--- config.mk ---
export PLATFORM = sky130hd
export DESIGN_NAME = tmr_core
export DESIGN_NICKNAME = d
export VERILOG_FILES = /design/src/rtl/tmr_pkg.sv /design/src/rtl/tmr_core.sv
export VERILOG_INCLUDE_DIRS = /design/src /design/src/rtl
export SDC_FILE = /design/constraint.sdc
export NUM_CORES = 1
export LEC_CHECK = 0
export ABC_AREA = 1
export BUFFER_PORTS_ARGS = -buffer_cell sky130_fd_sc_hd__buf_2
export CORE_MARGIN = 2
export CORE_UTILIZATION = 58
export CTS_CLUSTER_SIZE = 28
export DETAILED_ROUTE_END_ITERATION = 12
export PLACE_DENSITY = 0.86
export SLEW_MARGIN = 20
export SYNTH_ARGS = -nofsm -noshare
export SYNTH_HDL_FRONTEND = slang
export SYNTH_SLANG_ARGS = --single-unit
--- constraint.sdc ---
create_clock -name REF_CLK -period 4.4 [get_ports REF_CLK]
set_clock_uncertainty 0.15 [all_clocks]
set_input_delay 0.66 -clock REF_CLK [delete_from_list [all_inputs] [get_ports REF_CLK]]
set_output_delay 0.66 -clock REF_CLK [all_outputs]
set_load 0.01 [all_outputs]
--- src/rtl/tmr_defs.svh ---
// constants for the 16-bit timer counting and waveform core
`ifndef TMR_DEFS_SVH
`define TMR_DEFS_SVH

`define TMR_MODE_NORMAL   4'h0
`define TMR_MODE_CTC_A    4'h4
`define TMR_MODE_FAST8    4'h5
`define TMR_MODE_FAST9    4'h6
`define TMR_MODE_FAST10   4'h7
`define TMR_MODE_CTC_CAP  4'hC
`define TMR_MODE_RSVD     4'hD
`define TMR_MODE_FAST_CAP 4'hE
`define TMR_MODE_FAST_A   4'hF

`define TMR_BOTTOM        16'h0000
`define TMR_MAX           16'hFFFF
`define TMR_TOP8          16'h00FF
`define TMR_TOP9          16'h01FF
`define TMR_TOP10         16'h03FF

`define TMR_ACT_NONE      2'h0
`define TMR_ACT_TOGGLE    2'h1
`define TMR_ACT_CLEAR     2'h2
`define TMR_ACT_SET       2'h3

`define TMR_CNT_RST       16'h0000
`define TMR_CMP_RST       16'h0000
`define TMR_WAVE_RST      1'b0

`endif

--- src/rtl/tmr_pkg.sv ---
// types shared by the timer core
package tmr_pkg;
   typedef logic [15:0] tmr_word_t;
   typedef logic [3:0]  tmr_mode_t;
   typedef logic [1:0]  tmr_act_t;
   typedef enum logic [1:0] {
      KIND_NORMAL,
      KIND_CTC,
      KIND_FAST,
      KIND_OTHER
   } tmr_kind_e;
endpackage

--- src/rtl/tmr_core.sv ---
// counting, compare, flag and waveform core of the 16-bit timer
`timescale 1ns/1ps
`include "tmr_defs.svh"

module tmr_core (
   input  wire logic           REF_CLK,
   input  wire logic           RST_B,
   input  wire logic           TICK,
   input  tmr_pkg::tmr_mode_t  MODE_SEL,
   input  tmr_pkg::tmr_act_t   ACTION_A,
   input  tmr_pkg::tmr_act_t   ACTION_B,
   input  wire logic           COUNT_WR,
   input  tmr_pkg::tmr_word_t  COUNT_WDATA,
   input  wire logic           CMP_A_WR,
   input  tmr_pkg::tmr_word_t  CMP_A_WDATA,
   input  wire logic           CMP_B_WR,
   input  tmr_pkg::tmr_word_t  CMP_B_WDATA,
   input  wire logic           CAP_TOP_WR,
   input  tmr_pkg::tmr_word_t  CAP_TOP_WDATA,
   input  wire logic           OVF_CLR,
   input  wire logic           CMP_A_CLR,
   input  wire logic           CMP_B_CLR,
   input  wire logic           CAP_CLR,
   input  wire logic           DIR_A,
   input  wire logic           DIR_B,
   output tmr_pkg::tmr_word_t  COUNT_VALUE,
   output tmr_pkg::tmr_word_t  COMPARE_A_VALUE,
   output tmr_pkg::tmr_word_t  COMPARE_B_VALUE,
   output tmr_pkg::tmr_word_t  CAPTURE_TOP_VALUE,
   output logic                OVERFLOW_FLAG,
   output logic                COMPARE_A_FLAG,
   output logic                COMPARE_B_FLAG,
   output logic                CAPTURE_FLAG,
   output logic                WAVEFORM_A_OUT,
   output logic                WAVEFORM_B_OUT,
   output logic                WAVEFORM_A_PIN,
   output logic                WAVEFORM_A_PIN_OE,
   output logic                WAVEFORM_B_PIN,
   output logic                WAVEFORM_B_PIN_OE
);
   import tmr_pkg::*;

   // ---------------------------------------------------------------
   // decoding helpers
   // ---------------------------------------------------------------
   function automatic tmr_kind_e mode_kind(input tmr_mode_t m);
      case (m)
         `TMR_MODE_NORMAL:   mode_kind = KIND_NORMAL;
         `TMR_MODE_CTC_A,
         `TMR_MODE_CTC_CAP:  mode_kind = KIND_CTC;
         `TMR_MODE_FAST8,
         `TMR_MODE_FAST9,
         `TMR_MODE_FAST10,
         `TMR_MODE_FAST_CAP,
         `TMR_MODE_FAST_A:   mode_kind = KIND_FAST;
         default:            mode_kind = KIND_OTHER;
      endcase
   endfunction

   // upper-bit mask for fixed-TOP modes, all ones otherwise
   function automatic tmr_word_t fixed_mask(input tmr_mode_t m);
      case (m)
         `TMR_MODE_FAST8:  fixed_mask = `TMR_TOP8;
         `TMR_MODE_FAST9:  fixed_mask = `TMR_TOP9;
         `TMR_MODE_FAST10: fixed_mask = `TMR_TOP10;
         default:          fixed_mask = `TMR_MAX;
      endcase
   endfunction

   function automatic logic top_is_cap(input tmr_mode_t m);
      top_is_cap = (m == `TMR_MODE_CTC_CAP) || (m == `TMR_MODE_FAST_CAP);
   endfunction

   // one step of a waveform state for one channel
   function automatic logic wave_step(input logic cur, input tmr_act_t act,
                                      input tmr_kind_e k, input logic hit,
                                      input logic wrap, input logic tog_ok);
      wave_step = cur;
      case (k)
         KIND_NORMAL, KIND_CTC: begin
            if (hit) begin
               case (act)
                  `TMR_ACT_TOGGLE: wave_step = ~cur;
                  `TMR_ACT_CLEAR:  wave_step = 1'b0;
                  `TMR_ACT_SET:    wave_step = 1'b1;
                  default:         wave_step = cur;
               endcase
            end
         end
         KIND_FAST: begin
            // wrap wins so a compare equal to TOP gives a steady level
            if (wrap && act == `TMR_ACT_CLEAR) begin
               wave_step = 1'b1;
            end else if (wrap && act == `TMR_ACT_SET) begin
               wave_step = 1'b0;
            end else if (hit) begin
               case (act)
                  `TMR_ACT_TOGGLE: wave_step = tog_ok ? ~cur : cur;
                  `TMR_ACT_CLEAR:  wave_step = 1'b0;
                  `TMR_ACT_SET:    wave_step = 1'b1;
                  default:         wave_step = cur;
               endcase
            end
         end
         default: wave_step = cur;
      endcase
   endfunction

   // ---------------------------------------------------------------
   // state
   // ---------------------------------------------------------------
   tmr_word_t count_reg;
   tmr_word_t count_next;
   tmr_word_t cmp_a_buf_reg;
   tmr_word_t cmp_a_act_reg;
   tmr_word_t cmp_b_buf_reg;
   tmr_word_t cmp_b_act_reg;
   tmr_word_t cap_top_reg;
   logic      block_reg;
   logic      ovf_reg;
   logic      cmp_a_flag_reg;
   logic      cmp_b_flag_reg;
   logic      cap_flag_reg;
   logic      wave_a_reg;
   logic      wave_a_next;
   logic      wave_b_reg;
   logic      wave_b_next;
   logic      pin_a_reg;
   logic      pin_b_reg;
   logic      oe_a_reg;
   logic      oe_b_reg;

   tmr_kind_e kind;
   tmr_word_t top_val;
   tmr_word_t mask;
   logic      step;
   logic      live;
   logic      top_hit;
   logic      fast_wrap;
   logic      ovf_set;
   logic      match_a;
   logic      match_b;

   // ---------------------------------------------------------------
   // event decode
   // ---------------------------------------------------------------
   always_comb begin
      kind = mode_kind(MODE_SEL);
      mask = fixed_mask(MODE_SEL);
      case (MODE_SEL)
         `TMR_MODE_CTC_A,
         `TMR_MODE_FAST_A:   top_val = cmp_a_act_reg;
         `TMR_MODE_CTC_CAP,
         `TMR_MODE_FAST_CAP: top_val = cap_top_reg;
         `TMR_MODE_FAST8:    top_val = `TMR_TOP8;
         `TMR_MODE_FAST9:    top_val = `TMR_TOP9;
         `TMR_MODE_FAST10:   top_val = `TMR_TOP10;
         default:            top_val = `TMR_MAX;
      endcase
      step = TICK && !COUNT_WR && (kind != KIND_OTHER);
      live = step && !block_reg;
      top_hit = live && (count_reg == top_val) &&
                (kind == KIND_CTC || kind == KIND_FAST);
      fast_wrap = top_hit && (kind == KIND_FAST);
      if (kind == KIND_FAST) begin
         ovf_set = fast_wrap;
      end else begin
         ovf_set = step && (count_reg == `TMR_MAX);
      end
      match_a = live && (count_reg == cmp_a_act_reg);
      match_b = live && (count_reg == cmp_b_act_reg);
   end

   // ---------------------------------------------------------------
   // counter
   // ---------------------------------------------------------------
   // period is one plus TOP ticks, which sets the output rates
   always_comb begin
      if (COUNT_WR) begin
         count_next = COUNT_WDATA;
      end else if (!step) begin
         count_next = count_reg;
      end else if (top_hit) begin
         count_next = `TMR_BOTTOM;
      end else begin
         count_next = 16'(count_reg + 16'h0001);
      end
   end

   always_ff @(posedge REF_CLK or negedge RST_B) begin
      if (!RST_B) begin
         count_reg <= `TMR_CNT_RST;
      end else begin
         count_reg <= count_next;
      end
   end

   // a write blocks matches until the next tick has gone by
   always_ff @(posedge REF_CLK or negedge RST_B) begin
      if (!RST_B) begin
         block_reg <= 1'b0;
      end else if (COUNT_WR) begin
         block_reg <= 1'b1;
      end else if (TICK) begin
         block_reg <= 1'b0;
      end
   end

   // ---------------------------------------------------------------
   // compare and top registers
   // ---------------------------------------------------------------
   always_ff @(posedge REF_CLK or negedge RST_B) begin
      if (!RST_B) begin
         cmp_a_buf_reg <= `TMR_CMP_RST;
         cmp_a_act_reg <= `TMR_CMP_RST;
      end else begin
         if (CMP_A_WR) begin
            cmp_a_buf_reg <= CMP_A_WDATA & mask;
         end
         if (CMP_A_WR && kind != KIND_FAST) begin
            cmp_a_act_reg <= CMP_A_WDATA & mask;
         end else if (fast_wrap) begin
            cmp_a_act_reg <= cmp_a_buf_reg;
         end
      end
   end

   always_ff @(posedge REF_CLK or negedge RST_B) begin
      if (!RST_B) begin
         cmp_b_buf_reg <= `TMR_CMP_RST;
         cmp_b_act_reg <= `TMR_CMP_RST;
      end else begin
         if (CMP_B_WR) begin
            cmp_b_buf_reg <= CMP_B_WDATA & mask;
         end
         if (CMP_B_WR && kind != KIND_FAST) begin
            cmp_b_act_reg <= CMP_B_WDATA & mask;
         end else if (fast_wrap) begin
            cmp_b_act_reg <= cmp_b_buf_reg;
         end
      end
   end

   always_ff @(posedge REF_CLK or negedge RST_B) begin
      if (!RST_B) begin
         cap_top_reg <= `TMR_CMP_RST;
      end else if (CAP_TOP_WR) begin
         cap_top_reg <= CAP_TOP_WDATA;
      end
   end

   // ---------------------------------------------------------------
   // flags: a set in the clearing cycle wins
   // ---------------------------------------------------------------
   always_ff @(posedge REF_CLK or negedge RST_B) begin
      if (!RST_B) begin
         ovf_reg        <= 1'b0;
         cmp_a_flag_reg <= 1'b0;
         cmp_b_flag_reg <= 1'b0;
         cap_flag_reg   <= 1'b0;
      end else begin
         ovf_reg        <= ovf_set | (ovf_reg & ~OVF_CLR);
         cmp_a_flag_reg <= match_a | (cmp_a_flag_reg & ~CMP_A_CLR);
         cmp_b_flag_reg <= match_b | (cmp_b_flag_reg & ~CMP_B_CLR);
         cap_flag_reg   <= (top_hit & top_is_cap(MODE_SEL)) |
                           (cap_flag_reg & ~CAP_CLR);
      end
   end

   // ---------------------------------------------------------------
   // waveform state and pins
   // ---------------------------------------------------------------
   always_comb begin
      wave_a_next = wave_step(wave_a_reg, ACTION_A, kind, match_a, fast_wrap,
                              MODE_SEL == `TMR_MODE_FAST_A);
      wave_b_next = wave_step(wave_b_reg, ACTION_B, kind, match_b, fast_wrap,
                              1'b0);
   end

   always_ff @(posedge REF_CLK or negedge RST_B) begin
      if (!RST_B) begin
         wave_a_reg <= `TMR_WAVE_RST;
         wave_b_reg <= `TMR_WAVE_RST;
      end else begin
         wave_a_reg <= wave_a_next;
         wave_b_reg <= wave_b_next;
      end
   end

   always_ff @(posedge REF_CLK or negedge RST_B) begin
      if (!RST_B) begin
         pin_a_reg <= `TMR_WAVE_RST;
         pin_b_reg <= `TMR_WAVE_RST;
         oe_a_reg  <= 1'b0;
         oe_b_reg  <= 1'b0;
      end else begin
         pin_a_reg <= wave_a_next;
         pin_b_reg <= wave_b_next;
         oe_a_reg  <= DIR_A;
         oe_b_reg  <= DIR_B;
      end
   end

   assign COUNT_VALUE       = count_reg;
   assign COMPARE_A_VALUE   = cmp_a_act_reg;
   assign COMPARE_B_VALUE   = cmp_b_act_reg;
   assign CAPTURE_TOP_VALUE = cap_top_reg;
   assign OVERFLOW_FLAG     = ovf_reg;
   assign COMPARE_A_FLAG    = cmp_a_flag_reg;
   assign COMPARE_B_FLAG    = cmp_b_flag_reg;
   assign CAPTURE_FLAG      = cap_flag_reg;
   assign WAVEFORM_A_OUT    = wave_a_reg;
   assign WAVEFORM_B_OUT    = wave_b_reg;
   assign WAVEFORM_A_PIN    = pin_a_reg;
   assign WAVEFORM_A_PIN_OE = oe_a_reg;
   assign WAVEFORM_B_PIN    = pin_b_reg;
   assign WAVEFORM_B_PIN_OE = oe_b_reg;
endmodule

==> results of run 1 <==
-- worst max-delay path: stages --
cell and delay, ps:
buf_2 130, nor2_2 160, xor2_1 160, o21ai_0 210
ha_1 290, nor2_1 250, nand2_1 120, inv_1 110
nand2_1 80, nor2_1 110, nand3_1 130, nor2_4 150
nand2_1 90, inv_2 60, nand2_1 70, nand2_2 280
inv_2 130, nand3_1 90, o211ai_1 100
-- kinds of logic (layout without fill, tap and decap cells) --
| kind of cell | Yosys count | in the layout | share of synthesized area [%] |
|---|---|---|---|
| fa+ha+maj | 6 | 6 | 1.20 |
| compound gates | 126 | 126 | 12.3 |
| xor+xnor | 23 | 23 | 3.23 |
| buf+inv | 116 | 257 | 7.91 |
| mux | 11 | 11 | 1.99 |
| flops | 105 | 105 | 42.2 |
| simple gates | 454 | 454 | 31.2 |
-- worst max path at each step --
stage          depth (start not counted)  slack, ps               to
2_1_floorplan                         17       1480  COUNT_VALUE[10]
3_3_place_gp                          14        870   WAVEFORM_B_PIN
3_5_place_dp                          19        760  COUNT_VALUE[14]
4_1_cts                               19       1160  COUNT_VALUE[14]
5_1_grt                               19        750  COUNT_VALUE[14]
6_report                              19       1130  COUNT_VALUE[14]
-- metal layers --
metal  wire length [um]  GRT usage [%]  vias to the layer above
met3               1520           5.08                       66
met5                  0              0                        -
met4                906           14.6                        0
li1                   -              -                     3009
met2               8560           52.0                      294
met1               7590           44.7                     2908
-- final cells by class --
| cell class | instances | area [sq um] |
|---|---|---|
| Tap cell | 136 | 170 |
| Sequential cell | 105 | 2630 |
| Timing Repair Buffer | 164 | 838 |
| Multi-Input combinational cell | 620 | 3110 |
| Inverter | 78 | 293 |
| Fill cell | 946 | 3140 |
| Clock inverter | 6 | 63.8 |
| Clock buffer | 9 | 124 |
-- cell usage in the layout, fill, tap and decap left out, types with 16 or more instances in the layout --
master | synthesis | layout
a21oi_1 | 19 | 19
nand2_1 | 272 | 272
o21ai_0 | 67 | 67
nand3_1 | 52 | 52
nor2_1 | 76 | 76
xor2_1 | 16 | 16
inv_1 | 70 | 70
dfrtp_1 | 105 | 105
nand4_1 | 25 | 25
buf_2 | 6 | 157
-- metrics by stage --
step	cell area, sq um	setup slack, ps	hold WS (ps)	power [W]	utilization [%]
finish	7230	1130	-1.59	0.00261	69.7
floorplan	6230	1480	214	0.00170	-
detailed placement	7040	759	308	0.00201	67.9
CTS	7230	1160	1.10	0.00260	69.7
global route	7230	754	2.55	0.00275	69.7
global placement	7040	869	305	0.00200	67.9
-- where the power goes --
group | switching, W | leakage (nW) | total, W | internal (W)
combinational | 0.000465 | 2.33 | 0.000751 | 0.000286
sequential | 0.000170 | 1.28 | 0.00126 | 0.00109
clock | 0.000378 | 0.0921 | 0.000596 | 0.000218
==> results_dict.tcl, run 1 <==
set metrics [dict create \
    startpoint "MODE_SEL[1]" \
    tightest_slew_ps 714 \
    synth-async-reset-ratio_pct 100 \
    wl_mm 18.6 \
    n_antenna_cell 0 \
    yosys-top-cells-area "dfrtp_1, nand2_1, o21ai_0" \
    clk_latency_ps 380 \
    period_minus_slack_ps 3270 \
    dieArea_sq_mm 0.0116 \
    grt_util_all_layers_pct 32.8 \
    vdd_ir_drop_max_mv 0.241 \
    violations "negative hold slack" \
    grt_pass1_wl_mm 29.3 \
    synth_nets 932 \
    via_per_inst 5.61 \
    postRouteAntennaNets 0 \
    cts_setup_buffers 0 \
    crit_fanout 11 \
    post_cts_resized 0 \
    ff2ff_path_depth 11 \
    cts_buffers 9 \
    grt_setup_unrepaired "no" \
    hold_viol_final 3 \
    grt_start_max_net_pins 47 \
    fin_nets 1069 \
    netlist_area_sq_mm 0.00623 \
    stdcell_count 1118 \
    pin_count 159 \
    ys_warn_count 0 \
    slew_headroom_pct 52.3 \
    drive_gt1_share_pct 22.7 \
    coreArea_sq_mm 0.0104 \
    hold_buffers 0 \
    synth_common_cells "nand2_1, dfrtp_1, nor2_1" \
    startpoint_type "input port" \
    drv_cap 0 \
    synth_edf_count 0 \
    dp_hpwl_mm 14.3 \
    port_buffers 158 \
    die_w_um 108 \
    dp_cells 1103 \
    cp.arrival_ps 3370 \
    syn_area_per_cell_sq_um 7.41 \
    synthCells 841 \
    htree_levels 3 \
    vias 6277 \
    p_per_area_mw_per_mm2 360 \
    rr_endpoint "COUNT_VALUE[15]" \
    syn_to_final_growth_pct 16.0 \
    fin_setup_tns_ps 0 \
    ys_seq_area_share_pct 42.2 \
    antenna_found_initial 0 \
    max_freq_mhz 306 \
    yosys.area.top_type "dfrtp_1" \
    synth_top_area_share_pct 42.2 \
    grt-ovfl-total 0 \
    cp-end-kind "register" \
    hold_class "in -> async" \
    slew_viol_final 0 \
    synth_most_common_cell "nand2_1" \
    setup_viol 0 \
    synth.distinct_cells 38 \
    cts_buffer_depth 2 \
    cts_root_buffer "clkbuf_8" \
    whs_ps -1.59 \
    grt_pass1_vias 5678 \
    worstReg2RegStart "COUNT_VALUE[0]" \
    gp_congestion 1.01 \
    initial_core_util_pct 60.1 \
    finalCritPeriodShare_pct 74.3 \
    rrSetupSlack_ps 1630 \
    rows 37 \
    drcViolationCount 0 \
    wl_per_cell_um 16.6 \
    cts_tree "built" \
    drtIter0Drc 575 \
    drt_pre_antenna_iters 5 \
    p_leak_nw 3.69 \
    clk_pin_slew_worst_paths_ps 110 \
    die_h_um 108 \
    status "complete, but fails checks" \
    ys.flop_type "dfrtp_1" \
    ys_seq_elements 105 \
    worstPathRequired_ps 4500 \
    crit_type "in -> reg" \
    clock_sinks 105 \
]
Note: power is estimated with default switching activity, not from simulation.
==> run 2: changes to the inputs <==
ABC_AREA = 0   (was 1)
CORE_UTILIZATION = 54   (was 58)
PLACE_DENSITY = 0.81   (was 0.86)
clock period = 3.3 ns   (was 4.4 ns; I/O delays follow)
==> results_dict.tcl, run 2 <==
set metrics [dict create \
    status "complete, but fails checks" \
    violations "design-rule violations" \
    die_h_um 113 \
    port_buffers 158 \
    antenna_found_initial 0 \
    yosys.area.top_type "dfrtp_1" \
    crit_fanout 31 \
    cts_buffers 9 \
    slowest_delay_ps 480 \
    dp_hpwl_mm 14.4 \
    grt-ovfl-total 0 \
    setup_viol 0 \
    n_antenna_cell 0 \
    synthCells 690 \
    p_leak_nw 3.79 \
    max_freq_mhz 322 \
    wl_mm 19.3 \
    clk_pin_slew_worst_paths_ps 70 \
    cp-end-kind "register" \
    synth_top_area_share_pct 40.8 \
    pin_count 159 \
    grt_pass1_wl_mm 31.1 \
    clk_latency_ps 360 \
    layout_commonest_cell "buf_2" \
    drive_gt1_share_pct 33.1 \
    yosys-top-cells-area "dfrtp_1, mux2_2, mux2i_1" \
    cts_root_buffer "clkbuf_16" \
    stdcell_count 1001 \
    ff2ff_path_depth 9 \
    netlist_area_sq_mm 0.00643 \
    drtIter0Drc 576 \
    synth_common_cells "dfrtp_1, nand3_1, o21ai_1" \
    syn_area_per_cell_sq_um 9.32 \
    cts_setup_buffers 0 \
    cts_tree "built" \
    slew_viol_final 0 \
    nFillCells 919 \
    cp_top_family "simple AND/OR/NAND/NOR gates" \
    most-common-layout-cells "buf_2, dfrtp_1, nand3_1" \
    drt_pre_antenna_iters 9 \
    vdd_ir_drop_max_mv 0.323 \
    gp_congestion 0.937 \
    clock_sinks 105 \
    via_per_inst 6.05 \
    fin_nets 944 \
    total_power_w 0.00371 \
    dp_cells 985 \
    crit_buf_inv 1 \
    htree_levels 3 \
    worst_path_max_delay_cell "dfrtp_1" \
    cts_buffer_depth 2 \
    startpoint_type "register" \
    worstPathRequired_ps 3390 \
    grt_pass1_vias 6001 \
    dieArea_sq_mm 0.0128 \
    ys.flop_type "dfrtp_1" \
    synth.distinct_cells 67 \
    ys_seq_area_share_pct 40.8 \
    die_w_um 113 \
    synth_edf_count 0 \
    grt_util_all_layers_pct 30.9 \
    coreArea_sq_mm 0.0115 \
    synth_nets 781 \
    crit_cells 9 \
    tightest_slew_ps 756 \
    cp.arrival_ps 3200 \
    wl_per_cell_um 19.3 \
    hold_buffers 0 \
    synth_most_common_cell "dfrtp_1" \
    grt_setup_unrepaired "no" \
    syn_to_final_growth_pct 23.0 \
    initial_core_util_pct 55.9 \
    postRouteAntennaNets 0 \
    p_per_area_mw_per_mm2 469 \
    rows 39 \
    ys_warn_count 0 \
    hold_viol_final 0 \
    slew_headroom_pct 49.6 \
    grt_start_max_net_pins 56 \
    vias 6052 \
    drcViolationCount 10 \
    hold_class "in -> async" \
    ys_seq_elements 105 \
    synth-async-reset-ratio_pct 100 \
    crit_chain "mux2_2 > a211oi_2 > nor2_1 > or3_1 > nor4_2 > nand4_2 > buf_12 > mux2i_1 > o21ai_1" \
    drv_cap 0 \
    crit_type "reg -> reg" \
    post_cts_resized 0 \
    period_minus_slack_ps 3110 \
    finalCritPeriodShare_pct 94.2 \
]
==> run 2: per-layer routing <==
metal	wire length, um	GRT usage (%)	vias up	part of all wire, %
met4	514	12.3	0	2.7
li1	-	-	2818	-
met1	8120	40.9	2942	42
met5	0	0	-	0
met3	1320	5.57	41	6.8
met2	9350	50.5	251	48
==> run 2: through the flow <==
step | worst slack (ps) | hold WS [ps] | TNS [ps] | utilization (%) | instance area, sq um
2_1_floorplan | -180 | 49.4 | -687 | - | 6540
3_3_place_gp | -118 | 305 | -638 | 66.3 | 7630
3_5_place_dp | -165 | 323 | -1790 | 66.3 | 7630
4_1_cts | 208 | 74.4 | 0 | 68.6 | 7900
5_1_grt | 39.0 | 78.0 | 0 | 68.7 | 7910
6_report | 190 | 50.1 | 0 | 68.7 | 7910
==> run 2: kinds of logic (layout without fill, tap and decap cells) <==
logic type               count (synthesis)  after routing  share of synthesized area (%)
AO/OA/AOI/OAI                          145            145                           14.2
AND/OR/NAND/NOR                        236            236                           21.0
flip-flops                             105            105                           40.8
XOR/XNOR                                36             36                           4.90
multiplexers                            71             71                           11.8
adder cells (fa/ha/maj)                  6              6                           1.17
buffers and inverters                   91            259                           6.16
==> run 2: path summary, 6_finish.rpt <==
check                      slack (ps)                  end           startpoint
setup / recovery                  190  COMPARE_A_VALUE[14]  COMPARE_A_VALUE[11]
hold / removal                     50       COUNT_VALUE[2]                RST_B
setup reg to reg                  190  COMPARE_A_VALUE[14]  COMPARE_A_VALUE[11]
hold reg to reg                   340       COMPARE_B_FLAG       COMPARE_B_FLAG
max in group asynchronous        2210   COMPARE_A_VALUE[6]                RST_B
min in group REF_CLK               90    WAVEFORM_B_PIN_OE                DIR_B
==> run 2: cell type report <==
class,instances,area (sq um),share of cell area [%]
clock inverters,5,40.0,0.506
flip-flops and latches,105,2630,33.2
repair buffers,212,1250,15.8
multi-input cells,494,3470,43.8
well taps,143,179,2.26
inverters,31,116,1.47
clock buffers,11,233,2.94
==> run 2: power breakdown <==
group	switching, W	leakage, nW	internal, W
registers	0.000196	1.26	0.00144
logic	0.000573	2.40	0.000480
clock network	0.000502	0.128	0.000518
total	0.00127	3.79	0.00244
==> run 3: changes to the inputs <==
ABC_AREA = 1   (was 0)
==> results_dict.tcl, run 3 (synthesized netlist as in run 1, its figures left out) <==
set metrics [dict create \
    status "completed" \
    fin_nets 1077 \
    htree_levels 3 \
    dpl_cell_area_sq_mm 0.00711 \
    post_cts_resized 0 \
    wl_met3_mm 1.22 \
    p_leak_nw 3.77 \
    dr_wl_met2_mm 8.75 \
    drv_cap 0 \
    hold_buffers 0 \
    grt_pass1_wl_mm 30.0 \
    gp_congestion 1.03 \
    crit_top_cell "nand2_1" \
    highest_layer "met4" \
    worstPathRequired_ps 3400 \
    max_freq_mhz 346 \
    p_switching_w 0.00136 \
    rows 39 \
    p_seq_share_pct 44.7 \
    hold_viol_final 0 \
    switching_share_pct 36.4 \
    cp.arrival_ps 2990 \
    slowest_delay_ps 440 \
    via_per_inst 5.49 \
    vdd_ir_drop_max_mv 0.311 \
    syn_to_final_growth_pct 18.6 \
    final_cell_area_sq_mm 0.00739 \
    pin_count 159 \
    port_buffers 158 \
    die_h_um 111 \
    crit_chain "buf_2 > nor2_2 > xor2_1 > o21ai_0 > ha_1 > nor2_1 > nand2_1 > a2111oi_0 > nand3_1 > o21a_1 > nor2_1 > nand2_1 > nand2_1 > nand2_1" \
    drcViolationCount 0 \
    tightest_slew_ps 738 \
    drive_gt1_share_pct 23.3 \
    grt-ovfl-total 0 \
    internal_power_w 0.00237 \
    finalCritPeriodShare_pct 87.6 \
    cts_buffers 9 \
    clock_sinks 105 \
    initial_core_util_pct 55.1 \
    grt_pass1_vias 5798 \
    most-common-layout-cells "nand2_1, buf_2, dfrtp_1" \
    cp-end-kind "register" \
    cts_root_buffer "clkbuf_16" \
    crit_type "in -> reg" \
    slew_headroom_pct 50.8 \
    power_frac_comb_pct 27.4 \
    vias 6222 \
    slew_viol_final 0 \
    clkPwrFrac_pct 27.9 \
    cts_tree "built" \
    n_antenna_cell 0 \
    cts_buffer_depth 2 \
    postRouteAntennaNets 0 \
    layout_commonest_cell "nand2_1" \
    hold_class "in -> async" \
    drt_pre_antenna_iters 6 \
    worst_path_max_delay_cell "a2111oi_0" \
    coreArea_sq_mm 0.0113 \
    period_minus_slack_ps 2890 \
    fin_setup_tns_ps 0 \
    grt_start_max_net_pins 58 \
    drtIter0Drc 492 \
    grt_util_all_layers_pct 30.8 \
    cts_setup_buffers 0 \
    grt_setup_unrepaired "no" \
    clk_latency_ps 360 \
    p_per_area_mw_per_mm2 504 \
    setup_viol 0 \
    antenna_found_initial 0 \
    crit_fanout 5 \
    die_w_um 111 \
    wl_met1_mm 7.86 \
    dieArea_sq_mm 0.0124 \
    clk_pin_slew_worst_paths_ps 70 \
    startpoint_type "input port" \
    wl_mm 18.6 \
    wl_per_cell_um 16.4 \
    dp_hpwl_mm 14.2 \
]
run 3: cell count changes in the layout (fill, tap and decap cells not counted), moves of 36 or more:
cell     delta
o21ai_0    +38
buf_4      -36
inv_1      +40
nor2_1     +53
o21ai_1    -40
nand2_1   +227
run 3: cell type report:
| type | count | area (sq um) |
|---|---|---|
| clock buffer | 10 | 229 |
| tap | 143 | 179 |
| timing repair buffer | 172 | 898 |
| sequential | 105 | 2630 |
| multi-input combinational | 620 | 3110 |
| fill | 1031 | 3930 |
| clock inverter | 6 | 51.3 |
| inverter | 78 | 293 |
run 3: worst max-delay path, delay by kind of cell:
family                     cells  cell delay [ps]
xor gates and xnor gates       1              150
and+or+nand+nor                8             1000
AOI/OAI and AO/OA              3              900
buffers and inverters          1              130
adders and majority gates      1              310
run 3: path summary, 6_finish.rpt:
| kind | slack (ps) | from | cells past startpoint | end |
|---|---|---|---|---|
| worst min register to register | 330 | cmp_b_buf_reg[5] | 2 | cmp_b_buf_reg[5] |
| worst max register to register | 530 | COUNT_VALUE[0] | 11 | COUNT_VALUE[15] |
| min in group REF_CLK | 90 | DIR_B | 1 | WAVEFORM_B_PIN_OE |
| worst min-delay path | 30 | RST_B | 1 | COUNT_VALUE[12] |
| max in group asynchronous | 2210 | RST_B | 2 | cmp_a_buf_reg[2] |
| worst max-delay path | 410 | MODE_SEL[1] | 14 | WAVEFORM_B_PIN |
run 3: metrics by stage:
stage / utilization, % / power, W / hold slack [ps] / std cells / setup slack, ps
4_1_cts: 65.3 / 0.00372 / 56.3 / 1134 / 481
3_5_place_dp: 62.8 / 0.00269 / 310 / 1118 / 101
6_report: 65.3 / 0.00373 / 27.7 / 1134 / 410
2_1_floorplan: - / 0.00226 / 49.4 / 841 / 550
3_3_place_gp: 62.8 / 0.00268 / 304 / 1118 / 205
5_1_grt: 65.3 / 0.00393 / 88.3 / 1134 / 160
run 3: power by group through the flow:
stage | clock network [W] | logic [W] | registers [W]
after floorplan | 0 | 0.000590 | 0.00167
after detailed placement | 0 | 0.00102 | 0.00168
after global routing | 0.00110 | 0.00115 | 0.00168
final | 0.00104 | 0.00102 | 0.00166
after CTS | 0.00104 | 0.00102 | 0.00166
after global placement | 0 | 0.00100 | 0.00167
run 3: per-layer routing:
metal	track usage, %	up-vias
met5	0	-
met3	3.76	45
li1	-	3039
met4	13.5	0
met1	41.4	2867
met2	50.7	271
